File: src/ltotp_pkg.sv
// Package: register map, fuse timing and carrier types for the LED trim block
package ltotp_pkg;
  // ----------------------------------------
  // Register map
  // ----------------------------------------
  localparam logic [6:0] SLAVE_ADDR = 7'h28;
  localparam logic [7:0] ADDR_BUCK_TRIM = 8'h01;
  localparam logic [7:0] ADDR_LINEAR_TRIM = 8'h02;
  localparam logic [7:0] ADDR_FUSE_CTRL = 8'hff;
  localparam logic [5:0] BUCK_TRIM_RESET = 6'h1f;
  localparam logic [3:0] LINEAR_TRIM_RESET = 4'h7;
  localparam logic [7:0] FUSE_CTRL_RESET = 8'h08;
  localparam int FUSE_BURNED_BIT = 4;
  localparam int FUSE_PROGRAM_BIT = 2;
  localparam int FUSE_RELOAD_BIT = 0;
  // ----------------------------------------
  // Fuse read timing
  // ----------------------------------------
  localparam int CLOCK_HZ = 100_000_000;
  localparam int FUSE_OSC_HZ = 500_000;
  localparam int FUSE_OSC_DIV = CLOCK_HZ / FUSE_OSC_HZ;
  localparam int FUSE_READ_US = 50;
  localparam int FUSE_READ_OSC_TICKS = FUSE_READ_US * FUSE_OSC_HZ / 1_000_000;
  // ----------------------------------------
  // Carrier types
  // ----------------------------------------
  typedef struct packed {
    logic burned;
    logic [3:0] linear_trim_code;
    logic [5:0] buck_trim_code;
  } ltotp_fuse_s;
  typedef struct packed {
    logic scl_in;
    logic sda_in;
  } ltotp_pins_s;
endpackage

File: src/ltotp_osc_timer.sv
// Gated fuse oscillator and fuse read cycle timer
`timescale 1ns/1ps
module ltotp_osc_timer
  import ltotp_pkg::*;
#(
  parameter int DIV = FUSE_OSC_DIV,
  parameter int TICKS = FUSE_READ_OSC_TICKS
) (
  // Clock and reset
  input wire logic clock,
  input wire logic reset_n,
  // Control
  input wire logic start,
  output logic busy,
  output logic done
);
  logic [7:0] div_count;
  logic [7:0] tick_count;
  wire osc_tick = busy && (div_count == 8'(DIV - 1));
  wire last_tick = osc_tick && (tick_count == 8'(TICKS - 1));

  // Oscillator only runs while a read cycle is active
  always_ff @(posedge clock) begin
    if (!reset_n) begin
      busy <= 1'b0;
      done <= 1'b0;
      div_count <= 8'h00;
      tick_count <= 8'h00;
    end else begin
      done <= last_tick;
      if (start && !busy) begin
        busy <= 1'b1;
        div_count <= 8'h00;
        tick_count <= 8'h00;
      end else if (busy) begin
        div_count <= osc_tick ? 8'h00 : div_count + 8'h01;
        if (osc_tick) begin
          tick_count <= tick_count + 8'h01;
        end
        if (last_tick) begin
          busy <= 1'b0;
        end
      end
    end
  end
endmodule

File: src/ltotp_trim.sv
// I2C slave register block with fuse-backed LED current trims
`timescale 1ns/1ps
// Summary of operation
// - Buck trim six bits at 0x01
// - Buck code scales string current 0.625 percent steps
// - Linear trim four bits at 0x02, default 7
// - Linear code scales current 3.125 percent steps
// - Power-up copies fuses into both trims
// - Power-on load after enable with undervoltage lockout released, about 50 us
// - Fuse control resets 0x08, top bits zero
// - Burned flag updates only on fuse read
// - Program bit raises fuse supply to 8 V
// - Both trims burned together in one sequence
// - Reload bit starts fuse read, self clearing
// - Fuse oscillator enabled only during read
// - All fuse registers load at once
// - Slave address 0x28, register then data
// - Write takes effect at final ack edge
module ltotp_trim
  import ltotp_pkg::*;
(
  // Clock and reset
  input wire logic clock,
  input wire logic reset_n,
  // Power-on qualifiers
  input wire logic enable_ok,
  input wire logic undervoltage_lockout,
  // I2C pins
  input wire ltotp_pkg::ltotp_pins_s pins,
  output logic sda_out,
  output logic sda_oe,
  // Fuse array
  input wire ltotp_pkg::ltotp_fuse_s fuse_data,
  output logic fuse_burn,
  output logic fuse_supply_rail,
  // Analog trims and status
  output logic [5:0] buck_trim_code,
  output logic [3:0] linear_trim_code,
  output logic fuse_osc_enable
);
  typedef enum logic [2:0] {
    LT_IDLE, LT_ADDR, LT_REG, LT_WDATA, LT_RDATA, LT_IGNORE
  } ltotp_state_e;

  // ----------------------------------------
  // Pin synchronisers and edge detection
  // ----------------------------------------
  logic [1:0] scl_sync, sda_sync;
  logic [1:0] enable_sync, lockout_sync;
  logic scl_prev, sda_prev;
  always_ff @(posedge clock) begin
    if (!reset_n) begin
      scl_sync <= 2'b11;
      sda_sync <= 2'b11;
      enable_sync <= 2'b00;
      lockout_sync <= 2'b11;
      scl_prev <= 1'b1;
      sda_prev <= 1'b1;
    end else begin
      scl_sync <= {scl_sync[0], pins.scl_in};
      sda_sync <= {sda_sync[0], pins.sda_in};
      // Enable and lockout come from analog comparators, so they are synchronised too
      enable_sync <= {enable_sync[0], enable_ok};
      lockout_sync <= {lockout_sync[0], undervoltage_lockout};
      scl_prev <= scl_sync[1];
      sda_prev <= sda_sync[1];
    end
  end
  wire scl = scl_sync[1];
  wire sda = sda_sync[1];
  wire scl_rise = scl && !scl_prev;
  wire scl_fall = !scl && scl_prev;
  wire start_cond = scl && scl_prev && sda_prev && !sda;
  wire stop_cond = scl && scl_prev && !sda_prev && sda;

  // ----------------------------------------
  // Registers and fuse cycle
  // ----------------------------------------
  ltotp_state_e state;
  logic [3:0] bit_count;
  logic [7:0] shift, reg_addr, tx_byte;
  logic ack_phase;
  ltotp_state_e ack_next;
  logic burned, fuse_start, powered, fuse_busy, fuse_done;

  wire power_ok = enable_sync[1] && !lockout_sync[1];
  // Ack slot opens on the fall after bit 8 and closes on the next fall
  wire byte_end = scl_fall && (bit_count == 4'h8) && !ack_phase;
  wire ack_end = scl_fall && ack_phase;
  wire tx_shift = scl_fall && (state == LT_RDATA) && !ack_phase
    && (bit_count != 4'h0) && (bit_count != 4'h8);
  wire addr_match = (shift[7:1] == SLAVE_ADDR);
  wire ack_drive = (state == LT_ADDR && addr_match) || state == LT_REG
    || state == LT_WDATA;
  wire [7:0] rx_byte = {shift[6:0], sda};
  wire ack_rise = ack_phase && scl_rise;
  // Register write lands on the rising edge of the data-byte ack
  wire write_commit = ack_rise && (state == LT_WDATA);
  wire write_buck = write_commit && (reg_addr == ADDR_BUCK_TRIM) && !fuse_busy
    && !fuse_done;
  wire write_linear = write_commit && (reg_addr == ADDR_LINEAR_TRIM) && !fuse_busy
    && !fuse_done;
  wire write_fuse = write_commit && (reg_addr == ADDR_FUSE_CTRL);
  wire reload_req = write_fuse && shift[FUSE_RELOAD_BIT];
  wire [7:0] fuse_ctrl_read = {3'b000, burned, 1'b1, fuse_burn, 2'b00};
  wire [7:0] read_value =
    (reg_addr == ADDR_BUCK_TRIM) ? {2'b00, buck_trim_code} :
    (reg_addr == ADDR_LINEAR_TRIM) ? {4'h0, linear_trim_code} :
    (reg_addr == ADDR_FUSE_CTRL) ? fuse_ctrl_read : 8'h00;

  ltotp_osc_timer i_ltotp_osc_timer (
    .clock(clock),
    .reset_n(reset_n),
    .start(fuse_start),
    .busy(fuse_busy),
    .done(fuse_done)
  );

  always_ff @(posedge clock) begin
    if (!reset_n) begin
      powered <= 1'b0;
      fuse_start <= 1'b0;
      fuse_osc_enable <= 1'b0;
    end else begin
      fuse_start <= (power_ok && !powered) || reload_req;
      fuse_osc_enable <= fuse_busy || fuse_start;
      if (power_ok) begin
        powered <= 1'b1;
      end
    end
  end

  always_ff @(posedge clock) begin
    if (!reset_n) begin
      buck_trim_code <= BUCK_TRIM_RESET;
      linear_trim_code <= LINEAR_TRIM_RESET;
      burned <= FUSE_CTRL_RESET[FUSE_BURNED_BIT];
      fuse_burn <= FUSE_CTRL_RESET[FUSE_PROGRAM_BIT];
      fuse_supply_rail <= 1'b0;
    end else begin
      // Every fuse-backed field loads on the same edge
      if (fuse_done) begin
        buck_trim_code <= fuse_data.buck_trim_code;
        linear_trim_code <= fuse_data.linear_trim_code;
        burned <= fuse_data.burned;
      end else begin
        if (write_buck) begin
          buck_trim_code <= shift[5:0];
        end
        if (write_linear) begin
          linear_trim_code <= shift[3:0];
        end
      end
      // Burn strobe covers both trims; host times the 25 ms hold
      if (write_fuse) begin
        fuse_burn <= shift[FUSE_PROGRAM_BIT];
        fuse_supply_rail <= shift[FUSE_PROGRAM_BIT];
      end
    end
  end

  // ----------------------------------------
  // I2C slave engine
  // ----------------------------------------
  // State moves to ack_next only when the ack slot closes, so a commit sees the byte being acked
  always_comb begin
    ack_next = LT_IGNORE;
    unique case (state)
      LT_ADDR: ack_next = !addr_match ? LT_IGNORE : (shift[0] ? LT_RDATA : LT_REG);
      LT_REG: ack_next = LT_WDATA;
      LT_RDATA: ack_next = LT_RDATA;
      default: ack_next = LT_IGNORE;
    endcase
  end

  always_ff @(posedge clock) begin
    if (!reset_n) begin
      state <= LT_IDLE;
      bit_count <= 4'd0;
      shift <= 8'h00;
      reg_addr <= 8'h00;
      tx_byte <= 8'h00;
      ack_phase <= 1'b0;
      sda_out <= 1'b1;
      sda_oe <= 1'b0;
    end else if (start_cond) begin
      // A repeated start keeps the selected register for a read
      state <= LT_ADDR;
      bit_count <= 4'd0;
      ack_phase <= 1'b0;
      sda_oe <= 1'b0;
    end else if (stop_cond) begin
      state <= LT_IDLE;
      ack_phase <= 1'b0;
      sda_oe <= 1'b0;
    end else if (state != LT_IDLE && state != LT_IGNORE) begin
      if (scl_rise && !ack_phase && bit_count < 4'd8) begin
        shift <= rx_byte;
        bit_count <= bit_count + 4'd1;
      end
      if (ack_rise) begin
        bit_count <= 4'h0;
      end
      if (ack_rise && state == LT_RDATA && sda) begin
        // Master NACK ends the read
        state <= LT_IGNORE;
      end
      if (byte_end) begin
        ack_phase <= 1'b1;
        sda_out <= 1'b0;
        sda_oe <= ack_drive;
      end else if (ack_end) begin
        // Release after the ack, or put out the first bit of a read byte
        ack_phase <= 1'b0;
        state <= ack_next;
        if (state == LT_REG) begin
          reg_addr <= shift;
        end
        if (ack_next == LT_RDATA) begin
          // Master ACK repeats the same register, there is no auto-increment
          sda_out <= read_value[7];
          sda_oe <= !read_value[7];
          tx_byte <= {read_value[6:0], 1'b0};
        end else begin
          sda_out <= 1'b1;
          sda_oe <= 1'b0;
        end
      end else if (tx_shift) begin
        sda_out <= tx_byte[7];
        sda_oe <= !tx_byte[7];
        tx_byte <= {tx_byte[6:0], 1'b0};
      end
    end
  end

  // ----------------------------------------
  // Checks
  // ----------------------------------------
  reset_value_a: assert property (@(posedge clock) $rose(reset_n) |->
    fuse_ctrl_read == FUSE_CTRL_RESET && linear_trim_code == LINEAR_TRIM_RESET)
    else $error("fuse control or linear trim reset value wrong");
  fuse_load_a: assert property (@(posedge clock) disable iff (!reset_n)
    fuse_done |=> buck_trim_code == $past(fuse_data.buck_trim_code)
      && linear_trim_code == $past(fuse_data.linear_trim_code))
    else $error("fuse load did not update both trims");
  rail_follow_a: assert property (@(posedge clock) disable iff (!reset_n)
    fuse_supply_rail == fuse_burn)
    else $error("fuse supply rail does not follow program bit");
  reload_bit_a: assert property (@(posedge clock) disable iff (!reset_n)
    reload_req |=> ##[1:2] fuse_busy)
    else $error("reload did not start fuse read");
  osc_gate_a: assert property (@(posedge clock) disable iff (!reset_n)
    fuse_done |-> ##2 !fuse_osc_enable || fuse_start)
    else $error("oscillator left running after read");
  burned_hold_a: assert property (@(posedge clock) disable iff (!reset_n)
    !$past(fuse_done) |-> $stable(burned))
    else $error("burned flag changed outside fuse read");
  fuse_priority_a: assert property (@(posedge clock) disable iff (!reset_n)
    fuse_busy && !fuse_done |=> $stable(buck_trim_code) && $stable(linear_trim_code))
    else $error("host write overrode fuse load");
  unmapped_a: assert property (@(posedge clock) disable iff (!reset_n)
    reg_addr != ADDR_BUCK_TRIM && reg_addr != ADDR_LINEAR_TRIM
      && reg_addr != ADDR_FUSE_CTRL |-> read_value == 8'h00)
    else $error("unmapped register not zero");
  commit_edge_a: assert property (@(posedge clock) disable iff (!reset_n)
    write_buck |=> buck_trim_code == $past(shift[5:0]))
    else $error("buck trim not written at ack edge");
endmodule

File: config.mk
export PLATFORM = sky130hd
export DESIGN_NAME = ltotp_trim
export DESIGN_NICKNAME = d
export VERILOG_FILES = /design/src/ltotp_pkg.sv /design/src/ltotp_osc_timer.sv /design/src/ltotp_trim.sv
export SDC_FILE = /design/constraint.sdc
export NUM_CORES = 1
export LEC_CHECK = 0
export BUFFER_PORTS_ARGS = -buffer_cell sky130_fd_sc_hd__buf_4
export CAP_MARGIN = 20
export CORE_AREA = 2 2 93 118
export CTS_CLUSTER_DIAMETER = 150
export DETAILED_ROUTE_END_ITERATION = 10
export DIE_AREA = 0 0 95 120
export GPL_TIMING_DRIVEN = 0
export SYNTH_ARGS = -nofsm -noshare
export SYNTH_HDL_FRONTEND = slang
export SYNTH_HIERARCHICAL = 1
export SYNTH_SLANG_ARGS = --single-unit
File: constraint.sdc
create_clock -name clock -period 2.8 [get_ports clock]
set_input_delay 0.28 -clock clock [delete_from_list [all_inputs] [get_ports clock]]
set_output_delay 0.28 -clock clock [all_outputs]
set_load 0.1 [all_outputs]
==> results.sh, run 1 <==
export IMPL_status="completed"
export IMPL_required_ps=2990
export IMPL_synth_distinct_cells=61
export IMPL_io_pins=32
export IMPL_finish_net_count=446
export IMPL_cts_clk_slew_worst_paths_ps=60
export IMPL_num_antenna_cells=0
export IMPL_setup_tns_ps=0
export IMPL_antenna_left=0
export IMPL_totalWireLength_mm=8.01
export IMPL_vias=2847
export IMPL_cts_sinks=76
export IMPL_syn_inst=382
export IMPL_wire_per_inst_um=14.3
export IMPL_syn_nets=404
export IMPL_hold_buffers=0
export IMPL_slew_viol_final=0
export IMPL_grt_util_all_layers_pct=15.0
export IMPL_dp_hpwl_mm=5.87
export IMPL_synthArstFlopShare_pct=0
export IMPL_start_util_pct=34.1
export IMPL_cp_arrival_ps=2200
export IMPL_drive_gt1_share_pct=17.2
export IMPL_cp_end_kind="flip-flop"
export IMPL_worst_pin_slew_ps=622
export IMPL_dr_first_iter_drc_count=84
export IMPL_ys_flop_type="dfxtp_1"
export IMPL_port_buffers=31
export IMPL_critPathKind="flip-flop to flip-flop"
export IMPL_post_dp_cell_area_mm2=0.00393
export IMPL_post_cts_setup_buffers=0
export IMPL_cts_made_buffers=9
export IMPL_cts_path_max_buffers=2
export IMPL_syn_avg_cell_area_um2=9.25
export IMPL_cts_max_level=3
export IMPL_viasPerCell=5.07
export IMPL_area_delta_synth_final_pct=19.8
export IMPL_power_density_mw_per_mm2=547
export IMPL_hold_viol=0
export IMPL_fp_coreArea_mm2=0.0104
export IMPL_start_kind="flip-flop"
export IMPL_hold_path_class="input pin to flip-flop"
export IMPL_final_setup_skew_ps=10.3
export IMPL_routabilityCongestion=0.815
export IMPL_tritoncts="done"
export IMPL_syn_area_mm2=0.00353
export IMPL_ir_worst_vdd_v=0.000303
export IMPL_yosys_register_bits=76
export IMPL_die_w_um=95
export IMPL_yosysSeqAreaShare_pct=43.1
export IMPL_ctsResizeCount=0
export IMPL_overflow=0
export IMPL_setup_violations=0
export IMPL_drc=0
export IMPL_min_period_ps=2010
export IMPL_slew_headroom_pct=58.1
export IMPL_antenna_found_initial=0
export IMPL_rows=42
export IMPL_dieArea_mm2=0.0114
export IMPL_grt_start_max_net_pins=14
export IMPL_crit_fanout=7
export IMPL_grt_setup_unrepaired="no"
export IMPL_synth_warnings=6
export IMPL_power_leakage_nw=1.69
export IMPL_dr_pass1_iters=4
export IMPL_synth_edf_count=0
export IMPL_cts_root_buf="clkbuf_16"
export IMPL_grt_pass1_wl_mm=13.5
export IMPL_first_global_vias=2840
export IMPL_period_share_pct=71.7
export IMPL_fin_area_mm2=0.00423
export IMPL_cap_violations=0
export IMPL_clk_latency_ps=330
export IMPL_fmax_mhz=498
export IMPL_die_y_um=120
critical path: stages (launching register included):
cell and delay [ps]:
dfxtp_1 320, nor4_1 490, and3_1 240, clkbuf_1 310, nand2_2 240, mux2i_1 210, a21oi_1 80
synthesized netlist by cell type, drive strengths merged, types with 2 or more instances:
cell    number  share of area, %
xnor2        6               1.5
nor3b        3              0.64
o211ai       4              0.85
nand4        5              0.89
a22o         2              0.50
nor2        52               5.7
o311ai       2              0.50
a21oi       22               3.1
a31oi        3              0.53
nor3        10               1.6
o21ai       14               2.0
a311oi       3               1.1
nand2b      14               2.7
dfxtp       76                43
and4bb       3               1.1
or3          4              0.71
nor2b        6               1.1
and3         3              0.53
nand3b       6               1.3
and2         6               1.1
mux2i       30               8.5
inv         13               1.4
ha           5               1.8
clkbuf      11               1.2
buf          7               1.5
nand3       13               2.2
a221oi       3              0.74
xor2         7               1.7
nand2       23               2.5
nor4         4               1.5
and4         2              0.50
cells in the final DEF, fill, tap and decap left out, drive strengths merged, types with 3 or more instances in the layout:
master / count
nor4: 4
ha: 5
nand2b: 14
nand3: 13
nand3b: 6
xnor2: 6
a221oi: 3
nor2b: 6
nand4: 5
nand2: 23
clkbuf: 21
dfxtp: 76
a31oi: 3
clkinv: 4
and3: 3
and4bb: 3
nor3: 10
xor2: 7
inv: 13
o211ai: 4
and2: 6
mux2i: 30
o21ai: 14
a21oi: 22
or3: 4
a311oi: 3
buf: 38
nor3b: 3
nor2: 52
path summary, 6_finish.rpt:
check | from | endpoint | slack [ps] | cells after the start
setup / recovery | reg_addr[4] | buck_trim_code[2] | 790 | 6
hold reg to reg | scl_sync[0] | scl_sync[1] | 390 | 1
setup reg to reg | reg_addr[4] | buck_trim_code[2] | 790 | 6
hold / removal | pins[0] | sda_sync[0] | 140 | 2
flip-flops by register name, indices dropped and copies added, names as in the netlist, 2 cells and up:
| register | cells |
|---|---|
| i_ltotp_osc_timer/div_count | 8 |
| bit_count | 4 |
| buck_trim_code | 6 |
| shift | 8 |
| scl_sync | 2 |
| lockout_sync | 2 |
| enable_sync | 2 |
| state | 3 |
| linear_trim_code | 4 |
| sda_sync | 2 |
| i_ltotp_osc_timer/tick_count | 8 |
| reg_addr | 8 |
| tx_byte | 7 |
power breakdown:
group | total (mW) | internal (mW) | switching, mW
logic | 0.0667 | 0.0282 | 0.0385
clock network | 1.16 | 0.712 | 0.444
registers | 1.09 | 1.09 | 0.00450
total | 2.32 | 1.83 | 0.487
kinds of logic (layout without fill, tap and decap cells):
| group | Yosys count | count (layout) | synth area share [%] |
|---|---|---|---|
| mux | 31 | 31 | 8.82 |
| flops | 76 | 76 | 43.1 |
| buf+inv | 32 | 79 | 4.14 |
| simple gates | 160 | 160 | 26.3 |
| fa+ha+maj | 5 | 5 | 1.77 |
| compound gates | 65 | 65 | 12.6 |
| xor+xnor | 13 | 13 | 3.22 |
layout make-up:
| class | count | area [um^2] |
|---|---|---|
| buffer | 18 | 93.8 |
| timing repair buffer | 31 | 233 |
| clock inverter | 6 | 63.8 |
| sequential | 76 | 1520 |
| multi-input combinational | 274 | 1860 |
| clock buffer | 10 | 239 |
| fill | 1045 | 6120 |
| tap | 132 | 165 |
| inverter | 14 | 52.6 |
routing by layer:
layer  vias up  track usage, %  wire, um
met2        46            25.4      4020
met5         -               0         0
met4         0            5.62       103
met1      1360            18.4      3590
met3        10            3.26       294
li1       1431               -         -
stage by stage:
stage               utilization [%]  total power [mW]  hold WS (ps)  std cells  worst slack [ps]
finish                         40.9              2.32           143        561               793
global route                   40.9              2.40           129        561               602
CTS                            40.9              2.34           135        561               797
detailed placement             38.0              1.18           392        545               806
global placement               38.0              1.18           397        545               823
floorplan                         -              1.15           381        382              1120
Note: power is estimated with default switching activity, not from simulation.
==> run 2, diff against run 1 <==
Clock period 2.8 ns to 1.84 ns, I/O delays scaled along.
==> run 2 against run 1 <==
Compared with the run above:
- sequential share of layout area shrank 0.47 points
- worst hold slack lost 96 ps
- fmax grew 9.7%
- power grew 52%
- via count grew 0.95%
- design area grew 1.3%
- register-to-register slack lost 780 ps
- cell count is the same
- clock skew is essentially flat
- die area is the same
- count of clock-buffer cells in the layout is the same
- non-clock buffer count is the same
- largest power group unchanged
==> results.sh, run 2 (synthesized netlist as in run 1, its figures left out) <==
export IMPL_cts_sinks=76
export IMPL_worst_slack_ps=11.2
export IMPL_crit_fanout=7
export IMPL_finish_net_count=446
export IMPL_cts_max_level=3
export IMPL_tritoncts="done"
export IMPL_cts_made_buffers=9
export IMPL_start_kind="flip-flop"
export IMPL_power_leakage_nw=1.72
export IMPL_grt_start_max_net_pins=14
export IMPL_cts_root_buf="clkbuf_16"
export IMPL_totalWireLength_mm=8.14
export IMPL_cts_path_max_buffers=2
export IMPL_vias=2874
export IMPL_most_common_layout_cells="dfxtp_1 (76), nor2_1 (51), buf_4 (34)"
export IMPL_dp_hpwl_mm=5.87
export IMPL_dp_cells=545
export IMPL_slew_viol_final=0
export IMPL_worst_pin_slew_ps=636
export IMPL_grt_pass1_wl_mm=13.6
export IMPL_min_to="sda_sync[0]"
export IMPL_setup_tns_ps=0
export IMPL_slew_headroom_pct=57.2
export IMPL_cp_end_kind="flip-flop"
export IMPL_period_share_pct=99.4
export IMPL_hold_depth=2
export IMPL_drive_gt1_share_pct=19.6
export IMPL_first_global_vias=2866
export IMPL_critPathKind="flip-flop to flip-flop"
export IMPL_start_util_pct=34.1
export IMPL_fin_area_mm2=0.00429
export IMPL_cp_arrival_ps=2070
export IMPL_cts_clk_slew_worst_paths_ps=60
export IMPL_layout_commonest_cell="dfxtp_1"
export IMPL_die_w_um=95
export IMPL_power_density_mw_per_mm2=823
export IMPL_cap_violations=0
export IMPL_pre_cts_slack_ps=-154
export IMPL_wire_per_inst_um=14.5
export IMPL_dr_first_iter_drc_count=74
export IMPL_port_buffers=31
export IMPL_hold_start="pins[0]"
export IMPL_utilization_pct=41.4
export IMPL_reg2reg_from="shift[2]"
export IMPL_required_ps=2080
export IMPL_num_antenna_cells=0
export IMPL_overflow=0
export IMPL_fp_coreArea_mm2=0.0104
export IMPL_grt_util_all_layers_pct=15.1
export IMPL_setup_violations=0
export IMPL_drc=0
export IMPL_dieArea_mm2=0.0114
export IMPL_min_period_ps=1830
export IMPL_reg2reg_depth=5
export IMPL_hold_viol=0
export IMPL_antenna_left=0
export IMPL_rows=42
export IMPL_viasPerCell=5.12
export IMPL_clk_latency_ps=330
export IMPL_r2r_end="state[1]"
export IMPL_r2r_slack_ps=10
export IMPL_grt_setup_unrepaired="yes"
export IMPL_p_total_mw=3.53
export IMPL_fmax_mhz=547
export IMPL_final_setup_skew_ps=10.1
export IMPL_dr_pass1_iters=4
export IMPL_post_dp_cell_area_mm2=0.00393
export IMPL_die_y_um=120
export IMPL_area_delta_synth_final_pct=21.4
export IMPL_whs_ps=47.1
export IMPL_final_cells=561
export IMPL_antenna_found_initial=0
export IMPL_routabilityCongestion=0.815
export IMPL_ir_worst_vdd_v=0.000464
export IMPL_io_pins=32
export IMPL_hold_path_class="input pin to flip-flop"
export IMPL_status="completed"
## run 2: final cells by class
class	count	area [um^2]
fillers	1037	6060
multi-input cells	274	1900
well taps	132	165
repair buffers	34	265
clock buffers	10	239
flip-flops and latches	76	1520
plain buffers	15	83.8
inverters	14	52.6
clock inverters	6	63.8
## run 2: how the worst max path moves through the flow
stage | depth (start not counted) | to | startpoint | slack, ps
final | 5 | state[1] | shift[2] | 10
after global routing | 6 | tx_byte[5] | shift[2] | -20
after CTS | 5 | tx_byte[6] | shift[0] | 8
after detailed placement | 6 | buck_trim_code[2] | reg_addr[4] | -150
after global placement | 6 | buck_trim_code[2] | reg_addr[4] | -140
after floorplan | 7 | tx_byte[6] | state[2] | 160
## run 2: metal layers
metal | vias to the layer above | global-route usage [%] | part of all wire (%)
met3 | 10 | 3.26 | 3.7
met5 | - | 0 | 0
met2 | 53 | 25.5 | 49
li1 | 1438 | - | -
met4 | 0 | 5.80 | 1.5
met1 | 1373 | 18.6 | 45
## run 2: what timing repair did
item                                    4_1_cts  5_1_grt
gates resized for setup                       3        9
hold buffers                                  0        0
pin swaps                                     1        2
buffers inserted                              2        0
cloned                                        0        1
endpoints found under the setup margin       26       30
## run 2: critical path: stages (launching register included)
cell and delay, ps:
dfxtp_1 420, nor3_4 310, nand2_1 190, or3_1 360, or3_1 320, a21oi_1 150
## run 2: report_power, final
part	switching, mW	leakage (nW)	total [mW]	internal [mW]
Sequential	0.00779	0.615	1.67	1.66
Combinational	0.0591	0.966	0.104	0.0445
Clock	0.676	0.144	1.76	1.08
